[src/tcd_pkg.sv]
// constants and types of the two-channel transfer request controller
// Contract
// - a request counts only when seen high on two consecutive samples
// - destination address steps by destination operand size when incrementing is on
// - each channel's active counter advances only on clocks it owns the bus
// - a preempted channel's active counter freezes until it owns the bus again
// - channel yields to a higher channel, a higher core level, or any external request
// - with the active count spent the channel releases the bus and idle counts every clock
// - misaligned source or destination address for its port size is a configuration error
// - zero byte count, or one not a multiple of the larger size, is an error
// - equal interrupt levels present channel 1 before channel 2
// - three clocks of recognition and arbitration precede the resulting bus cycle; steal mode takes four, as its request edge is registered first
// - a start with the request already high makes an internal request edge
// - the done line always ends the channel, internal request mode too
package tcd_pkg;
  localparam int NUM_CH = 2;
  localparam logic [7:0] ADDR_STATUS = 8'h00;
  localparam logic [7:0] ADDR_MASK = 8'h04;
  localparam logic [3:0] CH_PAGE_BASE = 4'h1;
  localparam logic [1:0] SEL_CCR = 2'h0;
  localparam logic [1:0] SEL_SAR = 2'h1;
  localparam logic [1:0] SEL_DAR = 2'h2;
  localparam logic [1:0] SEL_BTC = 2'h3;
  localparam logic [31:0] REG_RST = 32'h0;
  localparam logic [3:0] STATUS_RST = 4'h0;
  localparam int ST_DONE = 0;
  localparam int ST_ERR = 1;
  localparam int BUSY_BIT = 31;
  localparam int CNT_W = 8;
  localparam int ACTIVE_CYCLES = 16;
  localparam int IDLE_BASE = 16;
  localparam logic [1:0] SZ_BYTE = 2'h0;
  localparam logic [1:0] SZ_WORD = 2'h1;
  localparam logic [1:0] SZ_RSVD = 2'h3;
  typedef enum logic [1:0] {
    REQ_INTERNAL = 2'b00,
    REQ_BURST = 2'b01,
    REQ_STEAL = 2'b10,
    REQ_RSVD = 2'b11
  } tcd_req_mode_t;
  typedef enum logic [1:0] {
    OWN_CPU = 2'b00,
    OWN_CH1 = 2'b01,
    OWN_CH2 = 2'b10
  } tcd_owner_t;
  typedef struct packed {
    logic [10:0] rsvd;
    logic [2:0] int_level;
    logic [2:0] interrupt_service_mask;
    logic [2:0] master_arbitration_level;
    logic [1:0] bus_bandwidth_field;
    logic [1:0] dst_size;
    logic [1:0] src_size;
    logic src_increment;
    logic dest_addr_increment;
    logic single_address_enable;
    tcd_req_mode_t req_mode;
    logic start;
  } tcd_ccr_t;
  typedef struct packed {
    logic want;
    logic busy;
    logic done_p;
    logic err_p;
    logic [31:0] src;
    logic [31:0] dst;
    logic [31:0] byte_transfer_count;
  } tcd_chan_t;
endpackage

[src/tcd_channel.sv]
// one transfer channel: registers, request recognition, rate limiting
`timescale 1ns/100ps
`default_nettype none
module tcd_channel #(
  parameter int ACTIVE_CYCLES = tcd_pkg::ACTIVE_CYCLES,
  parameter int IDLE_BASE = tcd_pkg::IDLE_BASE
) (
  input wire logic i_clk,
  input wire logic i_rst,
  input wire logic [3:0] i_wr_sel,
  input wire logic [31:0] i_wdata,
  input wire logic i_req,
  input wire logic i_done,
  input wire logic i_own,
  input wire logic i_cycle_end,
  output var tcd_pkg::tcd_ccr_t o_ccr,
  output var tcd_pkg::tcd_chan_t o_st,
  output var logic o_ack
);
  function automatic logic [31:0] sz_bytes(input logic [1:0] c);
    sz_bytes = (c == tcd_pkg::SZ_BYTE) ? 32'h1 : (c == tcd_pkg::SZ_WORD) ? 32'h2 : 32'h4;
  endfunction

  tcd_pkg::tcd_ccr_t ccr_q;
  tcd_pkg::tcd_ccr_t new_ccr;
  logic [31:0] sar_q, dar_q, btc_q;
  logic busy_q, smp_q, rec_q, rec_prev_q, pend_q, idle_q, done_p_q, err_p_q, ack_q;
  logic [tcd_pkg::CNT_W-1:0] cnt_q;
  logic [31:0] nsrc, ndst, nbig, src_b, dst_b, big_b;
  logic bad, start_wr, go, stop_wr, xfer, last, term, req_edge, lim, act_out, demand, want;
  logic [tcd_pkg::CNT_W-1:0] idle_len;

  ////////////////////////////////////////////////////////////////////////////
  assign new_ccr = tcd_pkg::tcd_ccr_t'(i_wdata);
  assign nsrc = sz_bytes(new_ccr.src_size);
  assign ndst = sz_bytes(new_ccr.dst_size);
  assign nbig = (nsrc > ndst) ? nsrc : ndst;
  // checked against the sizes being written, so one write both sets up and starts
  assign bad = (|(sar_q & (nsrc - 32'h1))) | (|(dar_q & (ndst - 32'h1)))
    | (btc_q == 32'h0) | (|(btc_q & (nbig - 32'h1)))
    | (new_ccr.src_size == tcd_pkg::SZ_RSVD) | (new_ccr.dst_size == tcd_pkg::SZ_RSVD);
  assign start_wr = i_wr_sel[0] & new_ccr.start & !busy_q;
  assign go = start_wr & !bad;
  assign stop_wr = i_wr_sel[0] & !new_ccr.start;
  assign src_b = sz_bytes(ccr_q.src_size);
  assign dst_b = sz_bytes(ccr_q.dst_size);
  assign big_b = (src_b > dst_b) ? src_b : dst_b;
  assign xfer = busy_q & i_own & i_cycle_end;
  assign last = xfer & (btc_q <= big_b);
  assign term = busy_q & i_done;
  assign req_edge = rec_q & !rec_prev_q;
  assign lim = ccr_q.bus_bandwidth_field != 2'h0;
  assign idle_len = tcd_pkg::CNT_W'(IDLE_BASE) << (ccr_q.bus_bandwidth_field - 2'h1);
  assign act_out = lim & !idle_q & (cnt_q == tcd_pkg::CNT_W'(ACTIVE_CYCLES));
  // burst keeps asking while the request level stays recognised
  assign demand = (ccr_q.req_mode == tcd_pkg::REQ_INTERNAL) ? 1'b1 :
    (ccr_q.req_mode == tcd_pkg::REQ_BURST) ? rec_q :
    (ccr_q.req_mode == tcd_pkg::REQ_STEAL) ? pend_q : 1'b0;
  assign want = busy_q & !idle_q & !act_out & demand & !term;

  ////////////////////////////////////////////////////////////////////////////
  always_ff @(posedge i_clk) begin
    if (i_rst) begin
      smp_q <= 1'b0;
      rec_q <= 1'b0;
      rec_prev_q <= 1'b0;
      pend_q <= 1'b0;
    end else begin
      smp_q <= i_req;
      rec_q <= i_req & smp_q;
      rec_prev_q <= go ? 1'b0 : rec_q;
      pend_q <= busy_q & (req_edge | (pend_q & !xfer));
    end
  end

  always_ff @(posedge i_clk) begin
    if (i_rst) begin
      ccr_q <= tcd_pkg::tcd_ccr_t'(tcd_pkg::REG_RST);
      sar_q <= tcd_pkg::REG_RST;
      dar_q <= tcd_pkg::REG_RST;
      btc_q <= tcd_pkg::REG_RST;
    end else begin
      if (i_wr_sel[0]) begin
        ccr_q <= new_ccr;
      end
      if (i_wr_sel[1] & !busy_q) begin
        sar_q <= i_wdata;
      end else if (xfer & ccr_q.src_increment) begin
        sar_q <= sar_q + src_b;
      end
      if (i_wr_sel[2] & !busy_q) begin
        dar_q <= i_wdata;
      end else if (xfer & ccr_q.dest_addr_increment) begin
        dar_q <= dar_q + dst_b;
      end
      if (i_wr_sel[3] & !busy_q) begin
        btc_q <= i_wdata;
      end else if (xfer) begin
        btc_q <= last ? 32'h0 : btc_q - big_b;
      end
    end
  end

  always_ff @(posedge i_clk) begin
    if (i_rst) begin
      busy_q <= 1'b0;
      done_p_q <= 1'b0;
      err_p_q <= 1'b0;
      ack_q <= 1'b0;
    end else begin
      busy_q <= go | (busy_q & !(last | term | stop_wr));
      done_p_q <= last | term;
      err_p_q <= start_wr & bad;
      ack_q <= busy_q & (ccr_q.req_mode != tcd_pkg::REQ_INTERNAL) & i_own & !i_cycle_end;
    end
  end

  // the active count stalls while another master holds the bus
  always_ff @(posedge i_clk) begin
    if (i_rst | !busy_q | !lim) begin
      idle_q <= 1'b0;
      cnt_q <= '0;
    end else if (idle_q) begin
      if (cnt_q == idle_len - tcd_pkg::CNT_W'(1)) begin
        idle_q <= 1'b0;
        cnt_q <= '0;
      end else begin
        cnt_q <= cnt_q + tcd_pkg::CNT_W'(1);
      end
    end else if (act_out) begin
      if (!i_own) begin
        idle_q <= 1'b1;
        cnt_q <= '0;
      end
    end else if (i_own) begin
      cnt_q <= cnt_q + tcd_pkg::CNT_W'(1);
    end
  end

  assign o_ccr = ccr_q;
  assign o_st = '{want, busy_q, done_p_q, err_p_q, sar_q, dar_q, btc_q};
  assign o_ack = ack_q;

  ////////////////////////////////////////////////////////////////////////////
  a_req_recog: assert property (@(posedge i_clk) disable iff (i_rst)
    rec_q |-> $past(i_req, 1) && $past(i_req, 2))
    else $error("request recognised without two samples");
  a_burst_latency: assert property (@(posedge i_clk) disable iff (i_rst)
    (want && ccr_q.req_mode == tcd_pkg::REQ_BURST) |-> $past(smp_q, 1) && $past(i_req, 2))
    else $error("burst demand earlier than two clocks");
  a_dest_step: assert property (@(posedge i_clk) disable iff (i_rst)
    (xfer && ccr_q.dest_addr_increment && !i_wr_sel[2]) |=> dar_q == $past(dar_q) + $past(dst_b))
    else $error("destination did not step by destination size");
  a_active_count: assert property (@(posedge i_clk) disable iff (i_rst)
    (busy_q && lim && !idle_q && !act_out && i_own && !i_done && !stop_wr && !last)
    |=> cnt_q == $past(cnt_q) + tcd_pkg::CNT_W'(1))
    else $error("active count missed an owned clock");
  a_active_freeze: assert property (@(posedge i_clk) disable iff (i_rst)
    (busy_q && lim && !idle_q && !act_out && !i_own && !term && !stop_wr) |=> $stable(cnt_q))
    else $error("active count moved without the bus");
  a_idle_count: assert property (@(posedge i_clk) disable iff (i_rst)
    (busy_q && idle_q && cnt_q != idle_len - tcd_pkg::CNT_W'(1) && !term && !stop_wr)
    |=> idle_q && cnt_q == $past(cnt_q) + tcd_pkg::CNT_W'(1))
    else $error("idle count did not advance");
  a_idle_reload: assert property (@(posedge i_clk) disable iff (i_rst)
    (busy_q && idle_q && cnt_q == idle_len - tcd_pkg::CNT_W'(1) && !term && !stop_wr)
    |=> !idle_q && cnt_q == '0)
    else $error("active count not reloaded");
  a_cfg_error: assert property (@(posedge i_clk) disable iff (i_rst)
    (start_wr && |(sar_q & (nsrc - 32'h1))) |=> err_p_q && !busy_q)
    else $error("misaligned source accepted");
  a_done_stop: assert property (@(posedge i_clk) disable iff (i_rst)
    (busy_q && i_done) |=> !busy_q && done_p_q)
    else $error("done line did not end the channel");
  a_steal_edge: assert property (@(posedge i_clk) disable iff (i_rst)
    (go && rec_q && i_req && new_ccr.req_mode == tcd_pkg::REQ_STEAL) |=> ##1 pend_q || !busy_q)
    else $error("start with request high made no edge");
  c_idle_phase: cover property (@(posedge i_clk) disable iff (i_rst) idle_q ##1 !idle_q);
  c_steal_start: cover property (@(posedge i_clk) disable iff (i_rst) go && rec_q);
endmodule
`default_nettype wire

[src/tcd_dma.sv]
// two-channel transfer controller top: APB registers, bus arbitration, interrupts
//
// Implementation choices: the placing of the registers and register access over APB.
`timescale 1ns/100ps
`default_nettype none
module tcd_dma #(
  parameter int ACTIVE_CYCLES = tcd_pkg::ACTIVE_CYCLES,
  parameter int IDLE_BASE = tcd_pkg::IDLE_BASE
) (
  input wire logic I_MCLK,
  input wire logic I_RST,
  input wire logic I_PSEL,
  input wire logic I_PENABLE,
  input wire logic I_PWRITE,
  input wire logic [7:0] I_PADDR,
  input wire logic [31:0] I_PWDATA,
  output var logic [31:0] O_PRDATA,
  output var logic O_PREADY,
  output var logic O_PSLVERR,
  input wire logic [1:0] I_TRANSFER_REQUEST_IN,
  input wire logic [1:0] I_TRANSFER_DONE_LINE,
  output var logic [1:0] O_TRANSFER_ACKNOWLEDGE_OUT,
  input wire logic I_EXT_BUS_REQ,
  input wire logic [2:0] I_CORE_MASK_LEVEL,
  input wire logic [2:0] I_CORE_IRQ_LEVEL,
  input wire logic I_BUS_CYCLE_DONE,
  output var logic O_DMA_CYCLE,
  output var logic [1:0] O_DMA_CHANNEL,
  output var logic [31:0] O_DMA_SRC_ADDR,
  output var logic [31:0] O_DMA_DST_ADDR,
  output var logic O_IRQ,
  output var logic [2:0] O_IRQ_LEVEL,
  output var logic O_IRQ_CHANNEL
);
  tcd_pkg::tcd_ccr_t channel_control_reg [tcd_pkg::NUM_CH];
  tcd_pkg::tcd_chan_t st [tcd_pkg::NUM_CH];
  logic [31:0] chrd [tcd_pkg::NUM_CH];
  logic [3:0] wr_sel [tcd_pkg::NUM_CH];
  logic [1:0] want, allow, win, own, cyc_end, hit_ch, ack;
  tcd_pkg::tcd_owner_t owner_q, owner_d;
  logic [1:0] owner_bits;
  logic [2:0] core_lvl;
  logic pready_q, pslverr_q, cyc_q, irq_q, irq_ch_q;
  logic [31:0] prdata_q, src_q, dst_q, rdata;
  logic [2:0] irq_lvl_q;
  logic [3:0] status_q, mask_q, status_d, mask_d, events, clr, pend;
  logic acc, setup_acc, fire, hit_stat, hit_mask, mapped, wr;
  logic [3:0] page;
  logic [1:0] sel;
  logic act0, act1, pick0;

  ////////////////////////////////////////////////////////////////////////////
  // apb decode; one wait state, so read data and writes line up with pready
  assign acc = I_PSEL & I_PENABLE;
  assign setup_acc = acc & !pready_q;
  assign fire = acc & pready_q;
  assign page = I_PADDR[7:4];
  assign sel = I_PADDR[3:2];
  assign hit_stat = I_PADDR == tcd_pkg::ADDR_STATUS;
  assign hit_mask = I_PADDR == tcd_pkg::ADDR_MASK;
  assign mapped = hit_stat | hit_mask | (|hit_ch);
  assign wr = fire & I_PWRITE & mapped;

  genvar ch;
  generate
    for (ch = 0; ch < tcd_pkg::NUM_CH; ch++) begin : g_ch
      assign hit_ch[ch] = (I_PADDR[1:0] == 2'h0) & (page == tcd_pkg::CH_PAGE_BASE + 4'(ch));
      assign wr_sel[ch] = {4{wr & hit_ch[ch]}} & (4'h1 << sel);
      assign chrd[ch] = (sel == tcd_pkg::SEL_CCR) ?
          {st[ch].busy, channel_control_reg[ch][tcd_pkg::BUSY_BIT-1:0]} :
        (sel == tcd_pkg::SEL_SAR) ? st[ch].src :
        (sel == tcd_pkg::SEL_DAR) ? st[ch].dst : st[ch].byte_transfer_count;
      assign want[ch] = st[ch].want;
      // core outranks a channel when its mask or pending level exceeds the channel's mask
      assign allow[ch] = !I_EXT_BUS_REQ & (core_lvl <= channel_control_reg[ch].interrupt_service_mask);
      assign own[ch] = owner_bits[ch];
      assign cyc_end[ch] = owner_bits[ch] & I_BUS_CYCLE_DONE;
      tcd_channel #(
        .ACTIVE_CYCLES(ACTIVE_CYCLES),
        .IDLE_BASE(IDLE_BASE)
      ) u_chan (
        .i_clk(I_MCLK),
        .i_rst(I_RST),
        .i_wr_sel(wr_sel[ch]),
        .i_wdata(I_PWDATA),
        .i_req(I_TRANSFER_REQUEST_IN[ch]),
        .i_done(I_TRANSFER_DONE_LINE[ch]),
        .i_own(own[ch]),
        .i_cycle_end(cyc_end[ch]),
        .o_ccr(channel_control_reg[ch]),
        .o_st(st[ch]),
        .o_ack(ack[ch])
      );
    end
  endgenerate

  assign rdata = hit_stat ? {28'h0, status_q} : hit_mask ? {28'h0, mask_q} :
    hit_ch[0] ? chrd[0] : hit_ch[1] ? chrd[1] : 32'h0;

  always_ff @(posedge I_MCLK) begin
    if (I_RST) begin
      pready_q <= 1'b0;
      pslverr_q <= 1'b0;
      prdata_q <= tcd_pkg::REG_RST;
    end else begin
      pready_q <= setup_acc;
      pslverr_q <= setup_acc & !mapped;
      prdata_q <= (setup_acc & !I_PWRITE) ? rdata : 32'h0;
    end
  end

  ////////////////////////////////////////////////////////////////////////////
  // arbitration between cycles only: a started cycle is never split
  assign core_lvl = (I_CORE_MASK_LEVEL > I_CORE_IRQ_LEVEL) ? I_CORE_MASK_LEVEL : I_CORE_IRQ_LEVEL;
  assign owner_bits = owner_q;
  assign win[0] = want[0] & allow[0] & !(want[1] & allow[1] &
    (channel_control_reg[1].master_arbitration_level > channel_control_reg[0].master_arbitration_level));
  assign win[1] = want[1] & allow[1] & !(want[0] & allow[0] &
    (channel_control_reg[0].master_arbitration_level >= channel_control_reg[1].master_arbitration_level));

  always_comb begin
    owner_d = owner_q;
    case (owner_q)
      tcd_pkg::OWN_CPU: begin
        if (win[0]) begin
          owner_d = tcd_pkg::OWN_CH1;
        end else if (win[1]) begin
          owner_d = tcd_pkg::OWN_CH2;
        end
      end
      tcd_pkg::OWN_CH1, tcd_pkg::OWN_CH2: begin
        if (I_BUS_CYCLE_DONE) begin
          owner_d = tcd_pkg::OWN_CPU;
        end
      end
      default: owner_d = tcd_pkg::OWN_CPU;
    endcase
  end

  always_ff @(posedge I_MCLK) begin
    if (I_RST) begin
      owner_q <= tcd_pkg::OWN_CPU;
      cyc_q <= 1'b0;
      src_q <= tcd_pkg::REG_RST;
      dst_q <= tcd_pkg::REG_RST;
    end else begin
      owner_q <= owner_d;
      cyc_q <= owner_d != tcd_pkg::OWN_CPU;
      if (owner_q == tcd_pkg::OWN_CPU && owner_d == tcd_pkg::OWN_CH1) begin
        src_q <= st[0].src;
        dst_q <= st[0].dst;
      end else if (owner_q == tcd_pkg::OWN_CPU && owner_d == tcd_pkg::OWN_CH2) begin
        src_q <= st[1].src;
        dst_q <= st[1].dst;
      end
    end
  end

  ////////////////////////////////////////////////////////////////////////////
  // sticky events, write one to clear; a new event in the clearing cycle survives
  assign events = {st[1].err_p, st[1].done_p, st[0].err_p, st[0].done_p};
  assign clr = (wr & hit_stat) ? I_PWDATA[3:0] : 4'h0;
  assign status_d = events | (status_q & ~clr);
  assign mask_d = (wr & hit_mask) ? I_PWDATA[3:0] : mask_q;
  assign pend = status_d & mask_d;
  assign act0 = |pend[1:0];
  assign act1 = |pend[3:2];
  assign pick0 = act0 & (!act1 | (channel_control_reg[0].int_level >= channel_control_reg[1].int_level));

  always_ff @(posedge I_MCLK) begin
    if (I_RST) begin
      status_q <= tcd_pkg::STATUS_RST;
      mask_q <= tcd_pkg::STATUS_RST;
      irq_q <= 1'b0;
      irq_ch_q <= 1'b0;
      irq_lvl_q <= 3'h0;
    end else begin
      status_q <= status_d;
      mask_q <= mask_d;
      irq_q <= act0 | act1;
      irq_ch_q <= !pick0 & act1;
      irq_lvl_q <= pick0 ? channel_control_reg[0].int_level : act1 ? channel_control_reg[1].int_level : 3'h0;
    end
  end

  assign O_PRDATA = prdata_q;
  assign O_PREADY = pready_q;
  assign O_PSLVERR = pslverr_q;
  assign O_TRANSFER_ACKNOWLEDGE_OUT = ack;
  assign O_DMA_CYCLE = cyc_q;
  assign O_DMA_CHANNEL = owner_bits;
  assign O_DMA_SRC_ADDR = src_q;
  assign O_DMA_DST_ADDR = dst_q;
  assign O_IRQ = irq_q;
  assign O_IRQ_LEVEL = irq_lvl_q;
  assign O_IRQ_CHANNEL = irq_ch_q;

  ////////////////////////////////////////////////////////////////////////////
  a_ext_yield: assert property (@(posedge I_MCLK) disable iff (I_RST)
    (owner_q == tcd_pkg::OWN_CPU && I_EXT_BUS_REQ) |=> owner_q == tcd_pkg::OWN_CPU)
    else $error("channel took bus under external request");
  a_core_yield: assert property (@(posedge I_MCLK) disable iff (I_RST)
    (owner_q == tcd_pkg::OWN_CPU && core_lvl > channel_control_reg[0].interrupt_service_mask)
    |=> owner_q != tcd_pkg::OWN_CH1)
    else $error("channel 1 took bus over higher core level");
  a_level_yield: assert property (@(posedge I_MCLK) disable iff (I_RST)
    (owner_q == tcd_pkg::OWN_CPU && want == 2'b11 && allow == 2'b11 &&
     channel_control_reg[1].master_arbitration_level > channel_control_reg[0].master_arbitration_level)
    |=> owner_q == tcd_pkg::OWN_CH2)
    else $error("higher arbitration level lost");
  a_grant_next: assert property (@(posedge I_MCLK) disable iff (I_RST)
    (owner_q == tcd_pkg::OWN_CPU && win[0]) |=> owner_q == tcd_pkg::OWN_CH1 && O_DMA_CYCLE)
    else $error("grant not one clock after demand");
  a_cycle_whole: assert property (@(posedge I_MCLK) disable iff (I_RST)
    (owner_q != tcd_pkg::OWN_CPU && !I_BUS_CYCLE_DONE) |=> $stable(owner_q))
    else $error("bus cycle split");
  a_irq_tie: assert property (@(posedge I_MCLK) disable iff (I_RST)
    (|pend[1:0] && |pend[3:2] && channel_control_reg[0].int_level == channel_control_reg[1].int_level)
    |=> O_IRQ && !O_IRQ_CHANNEL)
    else $error("channel 2 presented over channel 1 at equal level");
  a_sticky_set: assert property (@(posedge I_MCLK) disable iff (I_RST)
    (events[0] && clr[0]) |=> status_q[0])
    else $error("event lost in clearing cycle");
  c_burst_pair: cover property (@(posedge I_MCLK) disable iff (I_RST)
    owner_q == tcd_pkg::OWN_CH1 ##1 owner_q == tcd_pkg::OWN_CPU ##1 owner_q == tcd_pkg::OWN_CH1);
  c_cfg_err: cover property (@(posedge I_MCLK) disable iff (I_RST) st[0].err_p);
  c_irq_ch2: cover property (@(posedge I_MCLK) disable iff (I_RST) O_IRQ && O_IRQ_CHANNEL);
endmodule
`default_nettype wire

[config.mk]
export PLATFORM = sky130hd
export DESIGN_NAME = tcd_dma
export DESIGN_NICKNAME = d
export VERILOG_FILES = /design/src/tcd_pkg.sv /design/src/tcd_channel.sv /design/src/tcd_dma.sv
export SDC_FILE = /design/constraint.sdc
export NUM_CORES = 1
export LEC_CHECK = 0
export ABC_AREA = 0
export BUFFER_PORTS_ARGS = -buffer_cell sky130_fd_sc_hd__buf_2
export CAP_MARGIN = 20
export CELL_PAD_IN_SITES_DETAIL_PLACEMENT = 0
export CELL_PAD_IN_SITES_GLOBAL_PLACEMENT = 1
export CORE_UTILIZATION = 35
export CTS_BUF_LIST = sky130_fd_sc_hd__clkbuf_8
export DETAILED_ROUTE_END_ITERATION = 12
export PLACE_DENSITY_LB_ADDON = 0.3
export SLEW_MARGIN = 20
export SYNTH_ARGS = -nofsm -noshare
export SYNTH_HDL_FRONTEND = slang
export SYNTH_HIERARCHICAL = 1
export SYNTH_SLANG_ARGS = --single-unit
export TNS_END_PERCENT = 5
[constraint.sdc]
create_clock -name I_MCLK -period 4.3 [get_ports I_MCLK]
set_input_delay 0.215 -clock I_MCLK [delete_from_list [all_inputs] [get_ports I_MCLK]]
set_output_delay 0.215 -clock I_MCLK [all_outputs]
set_load 0.01 [all_outputs]
Word-level counts from Yosys, hierarchy flattened --
Index checks and enable logic that the tools add are counted. Widths: inputs -> output; s select.
Operators by class: add/sub/neg operators 15, magnitude comparators 11, equal/unequal tests 27, shift-type cells 3, mux-type cells 76, bitwise operators 120, reduce and logical (&&, ||, !) cells 75
Operators by type and width (count):
- $mux 32 | 35
- $and 32x32->32 | 6
- $reduce_or 32->1 | 6
- $add 32x32->32 | 4
- $gt 32x32->1 | 3
- $sub 32x1->32 const B | 3
- $and 1x1->1 | 81
- $mux 8 | 10
- $le 32x32->1 | 2
- $logic_not 32->1 | 2
- $sub 32x32->32 | 2
- $logic_not 1->1 | 29
- $mux 3 | 9
- $or 1x1->1 | 26
- $reduce_bool 2->1 | 12
- $eq 2x1->1 const B | 11
- $logic_not 2->1 | 11
- $add 8x1->8 const B | 2
- $and 4x4->4 | 4
- $eq 8x5->1 const B | 2
- $eq 8x8->1 | 2
- $mux 4 | 4
- $shl 5x2->8 const A | 2
- $sub 8x1->8 const B | 2
- 22 further kinds | 57
Storage, ports and cells: flip-flop bits (word level) 402, input bits 57, output and inout bits 108, word-level logic and storage cells 390

Longest topological paths before layout --
Gate-level depths: netlist of the first run.
word-level depth 18, depth in mapped cells 19

By module --
Netlist of the first run, hierarchy kept.
By module, submodules not included:
- tcd_channel (g_ch[1].u_chan) | times used 1, cells each 1034, area an instance 8375.5 um^2, seq. area each 2902.8 um^2
- tcd_channel (g_ch[0].u_chan) | times used 1, cells each 1004, area an instance 8246.7 um^2, seq. area each 2902.8 um^2
- tcd_dma | times used 1, cells each 585, area an instance 6566.3 um^2, seq. area each 2282.2 um^2

Worst setup path after synthesis of the first run --
No wires, ideal clock.
kind reg2reg, from register g_ch[0].u_chan.ccr_q (netlist bit g_ch[0].u_chan/o_ccr[6]), to register g_ch[0].u_chan.btc_q[28], library setup time 0.122 ns, arrival time 3.516 ns, data required time 4.178 ns, setup slack 0.662 ns, cell stages (with the launch flop) 15, path buffers 0, cells stage by stage dfxtp_1 > nor2b_1 > ha_1 > a21o_1 > a21oi_1 > a31oi_1 > mux2_2 > ha_1 > inv_1 > fa_1 > a2111oi_2 > nand3_1 > or4_1 > a211oi_1 > nor3_1
On the way: cells in the longest elaborated chain, start to end 10, elaborated cells on any way between the ends 12, classes of those cells 1 x add/sub; 2 x order compare; 1 x eq/ne; 6 x mux; 1 x bitwise; 1 x reduce/logical
Ends and longest elaborated chain:
- from (decl) | line tcd_channel.sv:24 | tcd_pkg::tcd_ccr_t ccr_q;
- from (signal assigned) | line tcd_channel.sv:78 | ccr_q <= tcd_pkg::tcd_ccr_t'(tcd_pkg::REG_RST);
- from (signal assigned) | line tcd_channel.sv:84 | ccr_q <= new_ccr;
- $eq 2x1->1 | line tcd_channel.sv:21 | sz_bytes = (c == tcd_pkg::SZ_BYTE) ? 32'h1 : (c == tcd_pkg::SZ_WORD) ? 32'h2 : 32'h4;
- $mux 3 | line tcd_channel.sv:21
- $mux 32 (*) | line tcd_channel.sv:21
- $gt 32x32->1 | line tcd_channel.sv:47 | assign big_b = (src_b > dst_b) ? src_b : dst_b;
- $mux 32 (*) | line tcd_channel.sv:47
- $le 32x32->1 | line tcd_channel.sv:49 | assign last = xfer & (btc_q <= big_b);
- $and 1x1->1 | line tcd_channel.sv:49
- $mux 32 (*) | line tcd_channel.sv:99 | btc_q <= last ? 32'h0 : btc_q - big_b;
- $mux 32 (*) | line tcd_channel.sv:98 | end else if (xfer) begin
- $mux 32 (*) | line tcd_channel.sv:96 | if (i_wr_sel[3] & !busy_q) begin
- to (signal assigned) | line tcd_channel.sv:81 | btc_q <= tcd_pkg::REG_RST;
- to (signal assigned) | line tcd_channel.sv:97 | btc_q <= i_wdata;
- to (signal assigned) | line tcd_channel.sv:99
- to (decl) | line tcd_channel.sv:26 | logic [31:0] sar_q, dar_q, btc_q;
Mark *: on every way between the ends. The rest lies on a longest branch, timed or not. The select of a mux whose other input is x is not followed. A chain may end at the register's enable or synchronous reset.

Final worst setup path of the first run --
from register g_ch[0].u_chan.ccr_q (netlist bit g_ch[0].u_chan/o_ccr[9]), to register g_ch[0].u_chan.btc_q[28]
The elaborated chain is that of the path after synthesis.

==> results.sh, run 1 <==
export IMPL_status="completed"
export IMPL_grt_overflow=0
export IMPL_antenna_found_initial=2
export IMPL_grt_pass1_vias=21600
export IMPL_place_inst=3521
export IMPL_cts_tree="done"
export IMPL_netlist_area_sq_mm=0.0231
export IMPL_cp_cell_sequence="inv_1, nand2_1, ha_1, a21o_1, a21oi_1, a31oi_1, mux2_2, ha_1, inv_1, fa_1, a2111oi_2, nand3_1, or4_1, a211oi_1, nor3_1"
export IMPL_cts_root_buf="clkbuf_8"
export IMPL_setup_viol=0
export IMPL_routed_wl_mm=98.9
export IMPL_die_w_um=259
export IMPL_ant_nets=0
export IMPL_gp_congestion=0.948
export IMPL_cap_viol_max_count=0
export IMPL_mostFrequentLayoutCell="dfxtp_1"
export IMPL_synth_nets=2737
export IMPL_cts_path_max_buffers=3
export IMPL_layout_common_cells="dfxtp_1 (402), nor2_1 (251), nand2_1 (218)"
export IMPL_die_y_um=259
export IMPL_insertion_delay_ps=710
export IMPL_worst_pin_slew_ps=1220
export IMPL_fin_skew_ps=50.5
export IMPL_total_power_mw=8.22
export IMPL_post_drt_wl_per_cell_um=26.7
export IMPL_grt_start_max_net_pins=113
export IMPL_fin_nets=2903
export IMPL_fp_coreArea_sq_mm=0.0648
export IMPL_min_period_ps=4150
export IMPL_fp_dieArea_sq_mm=0.0671
export IMPL_initial_core_util=0.357
export IMPL_cts_buffers=76
export IMPL_fmax_ghz=0.241
export IMPL_fin_tns_setup_ps=0
export IMPL_vias=22900
export IMPL_drtIter0Drc=2309
export IMPL_p_leak_nw=9.43
export IMPL_worst_path_max_fanout=6
export IMPL_cp_end_kind="register"
export IMPL_nFillCells=6461
export IMPL_drive_above_1_share=0.169
export IMPL_worstPathArrival_ps=4690
export IMPL_p_per_area_mw_per_mm2=306
export IMPL_htreeDepth=3
export IMPL_via_per_inst=6.18
export IMPL_ir_drop_uv=230
export IMPL_num_rows=93
export IMPL_crit_type="reg -> reg"
export IMPL_max_slew_margin=0.190
export IMPL_clk_pin_slew_ps=60
export IMPL_holdCritPathClass="in -> reg"
export IMPL_rsz0062_at_grt="yes"
export IMPL_numClockSinks=402
export IMPL_stdcell_count=3700
export IMPL_route_detailed_drc=0
export IMPL_cpPeakStageDelay_ps=640
export IMPL_track_usage=0.290
export IMPL_port_buffers=164
export IMPL_start_kind="register"
export IMPL_yosysWarnings=6
export IMPL_hold_viol=0
export IMPL_syn_avg_cell_area_sq_um=8.83
export IMPL_synthToLayoutAreaGrowth_pct=16.0
export IMPL_post_route_period_util=0.964
export IMPL_first_pass_iters=8
export IMPL_synthCells=2617
export IMPL_required_ps=4840
export IMPL_slew_violations=0
export IMPL_place_hpwl_mm=72.1
export IMPL_crit_path_top_delay_cell="a2111oi_2"
export IMPL_pin_count=165
export IMPL_grt_pass1_wl_mm=145
-- area by class of cell --
type                    instances  area (sq um)  share of cell area
inverters                      63           236             0.00882
repair buffers                267          1780              0.0664
clock buffers                 101          1390              0.0518
clock inverters                34           233             0.00868
flip-flops and latches        402          8050               0.300
diodes                          5          12.5            0.000466
well taps                     855          1070              0.0399
multi-input cells            1973         14100               0.524
-- layer usage --
metal,share of wire,up-vias,wire length (um),global-route usage
li1,-,10200,-,-
met4,0.051,0,5080,0.141
met2,0.43,1207,42100,0.432
met3,0.095,217,9380,0.0615
met5,0,-,0,0
met1,0.43,11300,42400,0.395
-- stage by stage --
step,setup slack [ps],utilization,instance area (sq um),hold WS (ps)
finish,153,0.414,26800,28.3
global placement,328,0.382,24800,415
CTS,94.7,0.413,26800,1.88
detailed placement,204,0.382,24800,423
floorplan,662,-,23100,324
global route,-114,0.414,26800,15.1
-- path summary, 6_finish.rpt --
| path | from | end | slack, ps | cells past startpoint |
|---|---|---|---|---|
| min reg2reg | g_ch[0].u_chan/smp_q$_SDFF_PP0_ | g_ch[0].u_chan/rec_q$_SDFF_PP0_ | 430 | 1 |
| max reg2reg | g_ch[0].u_chan/o_ccr[9]$_SDFFE_PP0P_ | g_ch[0].u_chan/btc_q[28]$_SDFFE_PP0P_ | 150 | 15 |
| min | I_PWDATA[0] | g_ch[1].u_chan/btc_q[0]$_SDFFE_PP0P_ | 30 | 3 |
| max | g_ch[0].u_chan/o_ccr[9]$_SDFFE_PP0P_ | g_ch[0].u_chan/btc_q[28]$_SDFFE_PP0P_ | 150 | 15 |
-- where the power goes --
part	total [mW]	internal (mW)	leakage, nW	switching, mW
logic	0.427	0.134	5.29	0.293
clock network	4.06	2.23	0.899	1.83
registers	3.73	3.73	3.24	0.00116
total	8.22	6.09	9.43	2.12
-- timing repair --
action | CTS | global route
setup endpoints to repair | 0 | 2
resized for setup | 0 | 2
setup buffers | 0 | 0
hold buffers | 39 | 0
hold endpoints to repair | 135 | 0
-- worst max-delay path: cells and delay by family, from the launching register on --
family | cells | cell delay [ps]
buffers and inverters | 2 | 150
adders and majority gates | 3 | 870
AOI/OAI and AO/OA | 5 | 1350
muxes | 1 | 260
DFF | 1 | 420
and+or+nand+nor | 4 | 980
-- flip-flops by register name (all words and copies together), names as in the netlist, 3 cells and up --
| name | cells |
|---|---|
| g_ch.u_chan/cnt_q | 16 |
| g_ch.u_chan/o_ccr | 62 |
| O_DMA_SRC_ADDR | 32 |
| g_ch.u_chan/sar_q | 64 |
| O_PRDATA | 32 |
| g_ch.u_chan/btc_q | 64 |
| g_ch.u_chan/dar_q | 64 |
| status_q | 4 |
| O_IRQ_LEVEL | 3 |
| O_DMA_DST_ADDR | 32 |
| mask_q | 4 |
Note: power is estimated with default switching activity, not from simulation.
==> run 2: changes to the inputs <==
- clock period: 4.3 -> 5.3 ns (I/O delays scaled with it)
==> results.sh, run 2 (same netlist as run 1, synthesis figures left out) <==
export IMPL_status="completed"
export IMPL_fin_tns_setup_ps=0
export IMPL_worst_path_max_fanout=17
export IMPL_vias=22800
export IMPL_initial_core_util=0.357
export IMPL_cts_path_max_buffers=3
export IMPL_fmax_ghz=0.219
export IMPL_fp_coreArea_sq_mm=0.0648
export IMPL_cp_end_kind="register"
export IMPL_post_drt_wl_per_cell_um=26.7
export IMPL_cts_root_buf="clkbuf_8"
export IMPL_antenna_found_initial=5
export IMPL_grt_overflow=0
export IMPL_fp_dieArea_sq_mm=0.0671
export IMPL_worstRegToRegCells=14
export IMPL_first_pass_iters=5
export IMPL_hold_viol=0
export IMPL_cts_resized_gates=0
export IMPL_ant_nets=0
export IMPL_via_per_inst=6.23
export IMPL_setup_viol=0
export IMPL_path_delay_family="compound AO/OA/AOI/OAI gates"
export IMPL_required_ps=5810
export IMPL_cpPeakStageDelay_ps=610
export IMPL_hold_ws_ps=8.22
export IMPL_cp_cell_sequence="nor2b_1, ha_1, a21o_1, a21oi_1, a31oi_1, mux2_2, ha_1, inv_1, fa_1, a21o_1, a2111oi_1, nand4_1, nand2_1, a22oi_1"
export IMPL_min_period_ps=4570
export IMPL_holdCritPathClass="in -> reg"
export IMPL_pin_count=165
export IMPL_layout_common_cells="dfxtp_1 (402), nor2_1 (250), nand2_1 (218)"
export IMPL_max_slew_margin=0.154
export IMPL_drtIter0Drc=2543
export IMPL_crit_type="reg -> reg"
export IMPL_rsz0062_at_grt="no"
export IMPL_start_kind="register"
export IMPL_die_y_um=259
export IMPL_total_power_mw=6.55
export IMPL_rr_startpoint="g_ch[0].u_chan/o_ccr[6]$_SDFFE_PP0P_"
export IMPL_num_rows=93
export IMPL_cts_tree="done"
export IMPL_grt_pass1_wl_mm=144
export IMPL_port_buffers=164
export IMPL_post_route_period_util=0.863
export IMPL_fin_ws_ps=728
export IMPL_worstPathArrival_ps=5080
export IMPL_ff2ff_setup_slack_ps=730
export IMPL_slew_violations=0
export IMPL_die_w_um=259
export IMPL_r2r_end="g_ch[0].u_chan/btc_q[21]$_SDFFE_PP0P_"
export IMPL_grt_busiest_layer="met2"
export IMPL_p_leak_nw=9.20
export IMPL_clk_pin_slew_ps=60
export IMPL_cp_depth=14
export IMPL_route_detailed_drc=0
export IMPL_track_usage=0.287
export IMPL_top_regs="g_ch.u_chan/btc_q (64), g_ch.u_chan/dar_q (64), g_ch.u_chan/sar_q (64)"
export IMPL_post_place_ws_ps=779
export IMPL_crit_path_top_delay_cell="nand2_1"
export IMPL_drive_above_1_share=0.163
export IMPL_routed_wl_mm=97.7
export IMPL_grt_use_met3=0.0577
export IMPL_numClockSinks=402
export IMPL_htreeDepth=3
export IMPL_p_per_area_mw_per_mm2=248
export IMPL_worst_pin_slew_ps=1260
export IMPL_ir_drop_uv=149
export IMPL_grt_start_max_net_pins=153
export IMPL_insertion_delay_ps=680
export IMPL_gp_congestion=0.952
export IMPL_use_met1=0.397
export IMPL_mostFrequentLayoutCell="dfxtp_1"
export IMPL_crit_start="g_ch[0].u_chan/o_ccr[6]$_SDFFE_PP0P_"
export IMPL_fin_skew_ps=39.5
export IMPL_critPathBufInv=1
export IMPL_cts_buffers=75
export IMPL_cap_viol_max_count=0
export IMPL_use_met2=0.424
export IMPL_place_hpwl_mm=70.3
export IMPL_worstSetupEndpoint="g_ch[0].u_chan/btc_q[21]$_SDFFE_PP0P_"
export IMPL_fin_nets=2865
export IMPL_synthToLayoutAreaGrowth_pct=14.1
export IMPL_grt_pass1_vias=21300
[run 2: cell types whose count changed in the layout (fill, tap and decap cells not counted), moves of 2 or more]
cell,before,now
dlygate4sd3_1,39,21
inv_6,4,0
diode_2,5,3
buf_4,60,45
buf_12,6,2
[run 2: worst min-delay path by stage]
| stage | cells after the start | start | endpoint |
|---|---|---|---|
| 5_1_grt | 3 | I_PWDATA[24] | g_ch[0].u_chan/btc_q[24]$_SDFFE_PP0P_ |
| 3_3_place_gp | 1 | g_ch[1].u_chan/smp_q$_SDFF_PP0_ | g_ch[1].u_chan/rec_q$_SDFF_PP0_ |
| 6_report | 2 | I_RST | g_ch[0].u_chan/btc_q[9]$_SDFFE_PP0P_ |
| 3_5_place_dp | 1 | g_ch[0].u_chan/smp_q$_SDFF_PP0_ | g_ch[0].u_chan/rec_q$_SDFF_PP0_ |
| 4_1_cts | 3 | I_PWDATA[29] | g_ch[0].u_chan/sar_q[29]$_SDFFE_PP0P_ |
| 2_1_floorplan | 2 | I_PWDATA[11] | g_ch[1].u_chan/btc_q[11]$_SDFFE_PP0P_ |
[run 2: through the flow]
| stage | util | std cells | area [sq um] |
|---|---|---|---|
| global route | 0.407 | 3653 | 26400 |
| finish | 0.407 | 3655 | 26400 |
| floorplan | - | 2617 | 23100 |
| CTS | 0.407 | 3652 | 26400 |
| detailed placement | 0.379 | 3502 | 24600 |
| global placement | 0.379 | 3502 | 24600 |
[run 2: area by class of cell]
type,count,area (sq um)
Fill cell,6500,38400
Multi-Input combinational cell,1973,14000
Sequential cell,402,8050
Timing Repair Buffer,230,1410
Clock buffer,100,1380
Tap cell,855,1070
Inverter,63,236
Clock inverter,29,180
Antenna cell,3,7.51
[run 2: per-layer routing]
metal	part of all wire	routed length [um]
met5	0.00018	18
met4	0.050	4840
met3	0.095	9280
met2	0.43	41600
met1	0.43	41900
[run 2: what timing repair did]
action,4_1_cts,5_1_grt
setup buffers,0,0
hold buffers,21,0
hold endpoints to repair,36,0
[run 2: report_power, final]
| part | internal (mW) | switching, mW |
|---|---|---|
| Clock | 1.77 | 1.42 |
| Combinational | 0.0953 | 0.236 |
| Sequential | 3.02 | 0.000932 |
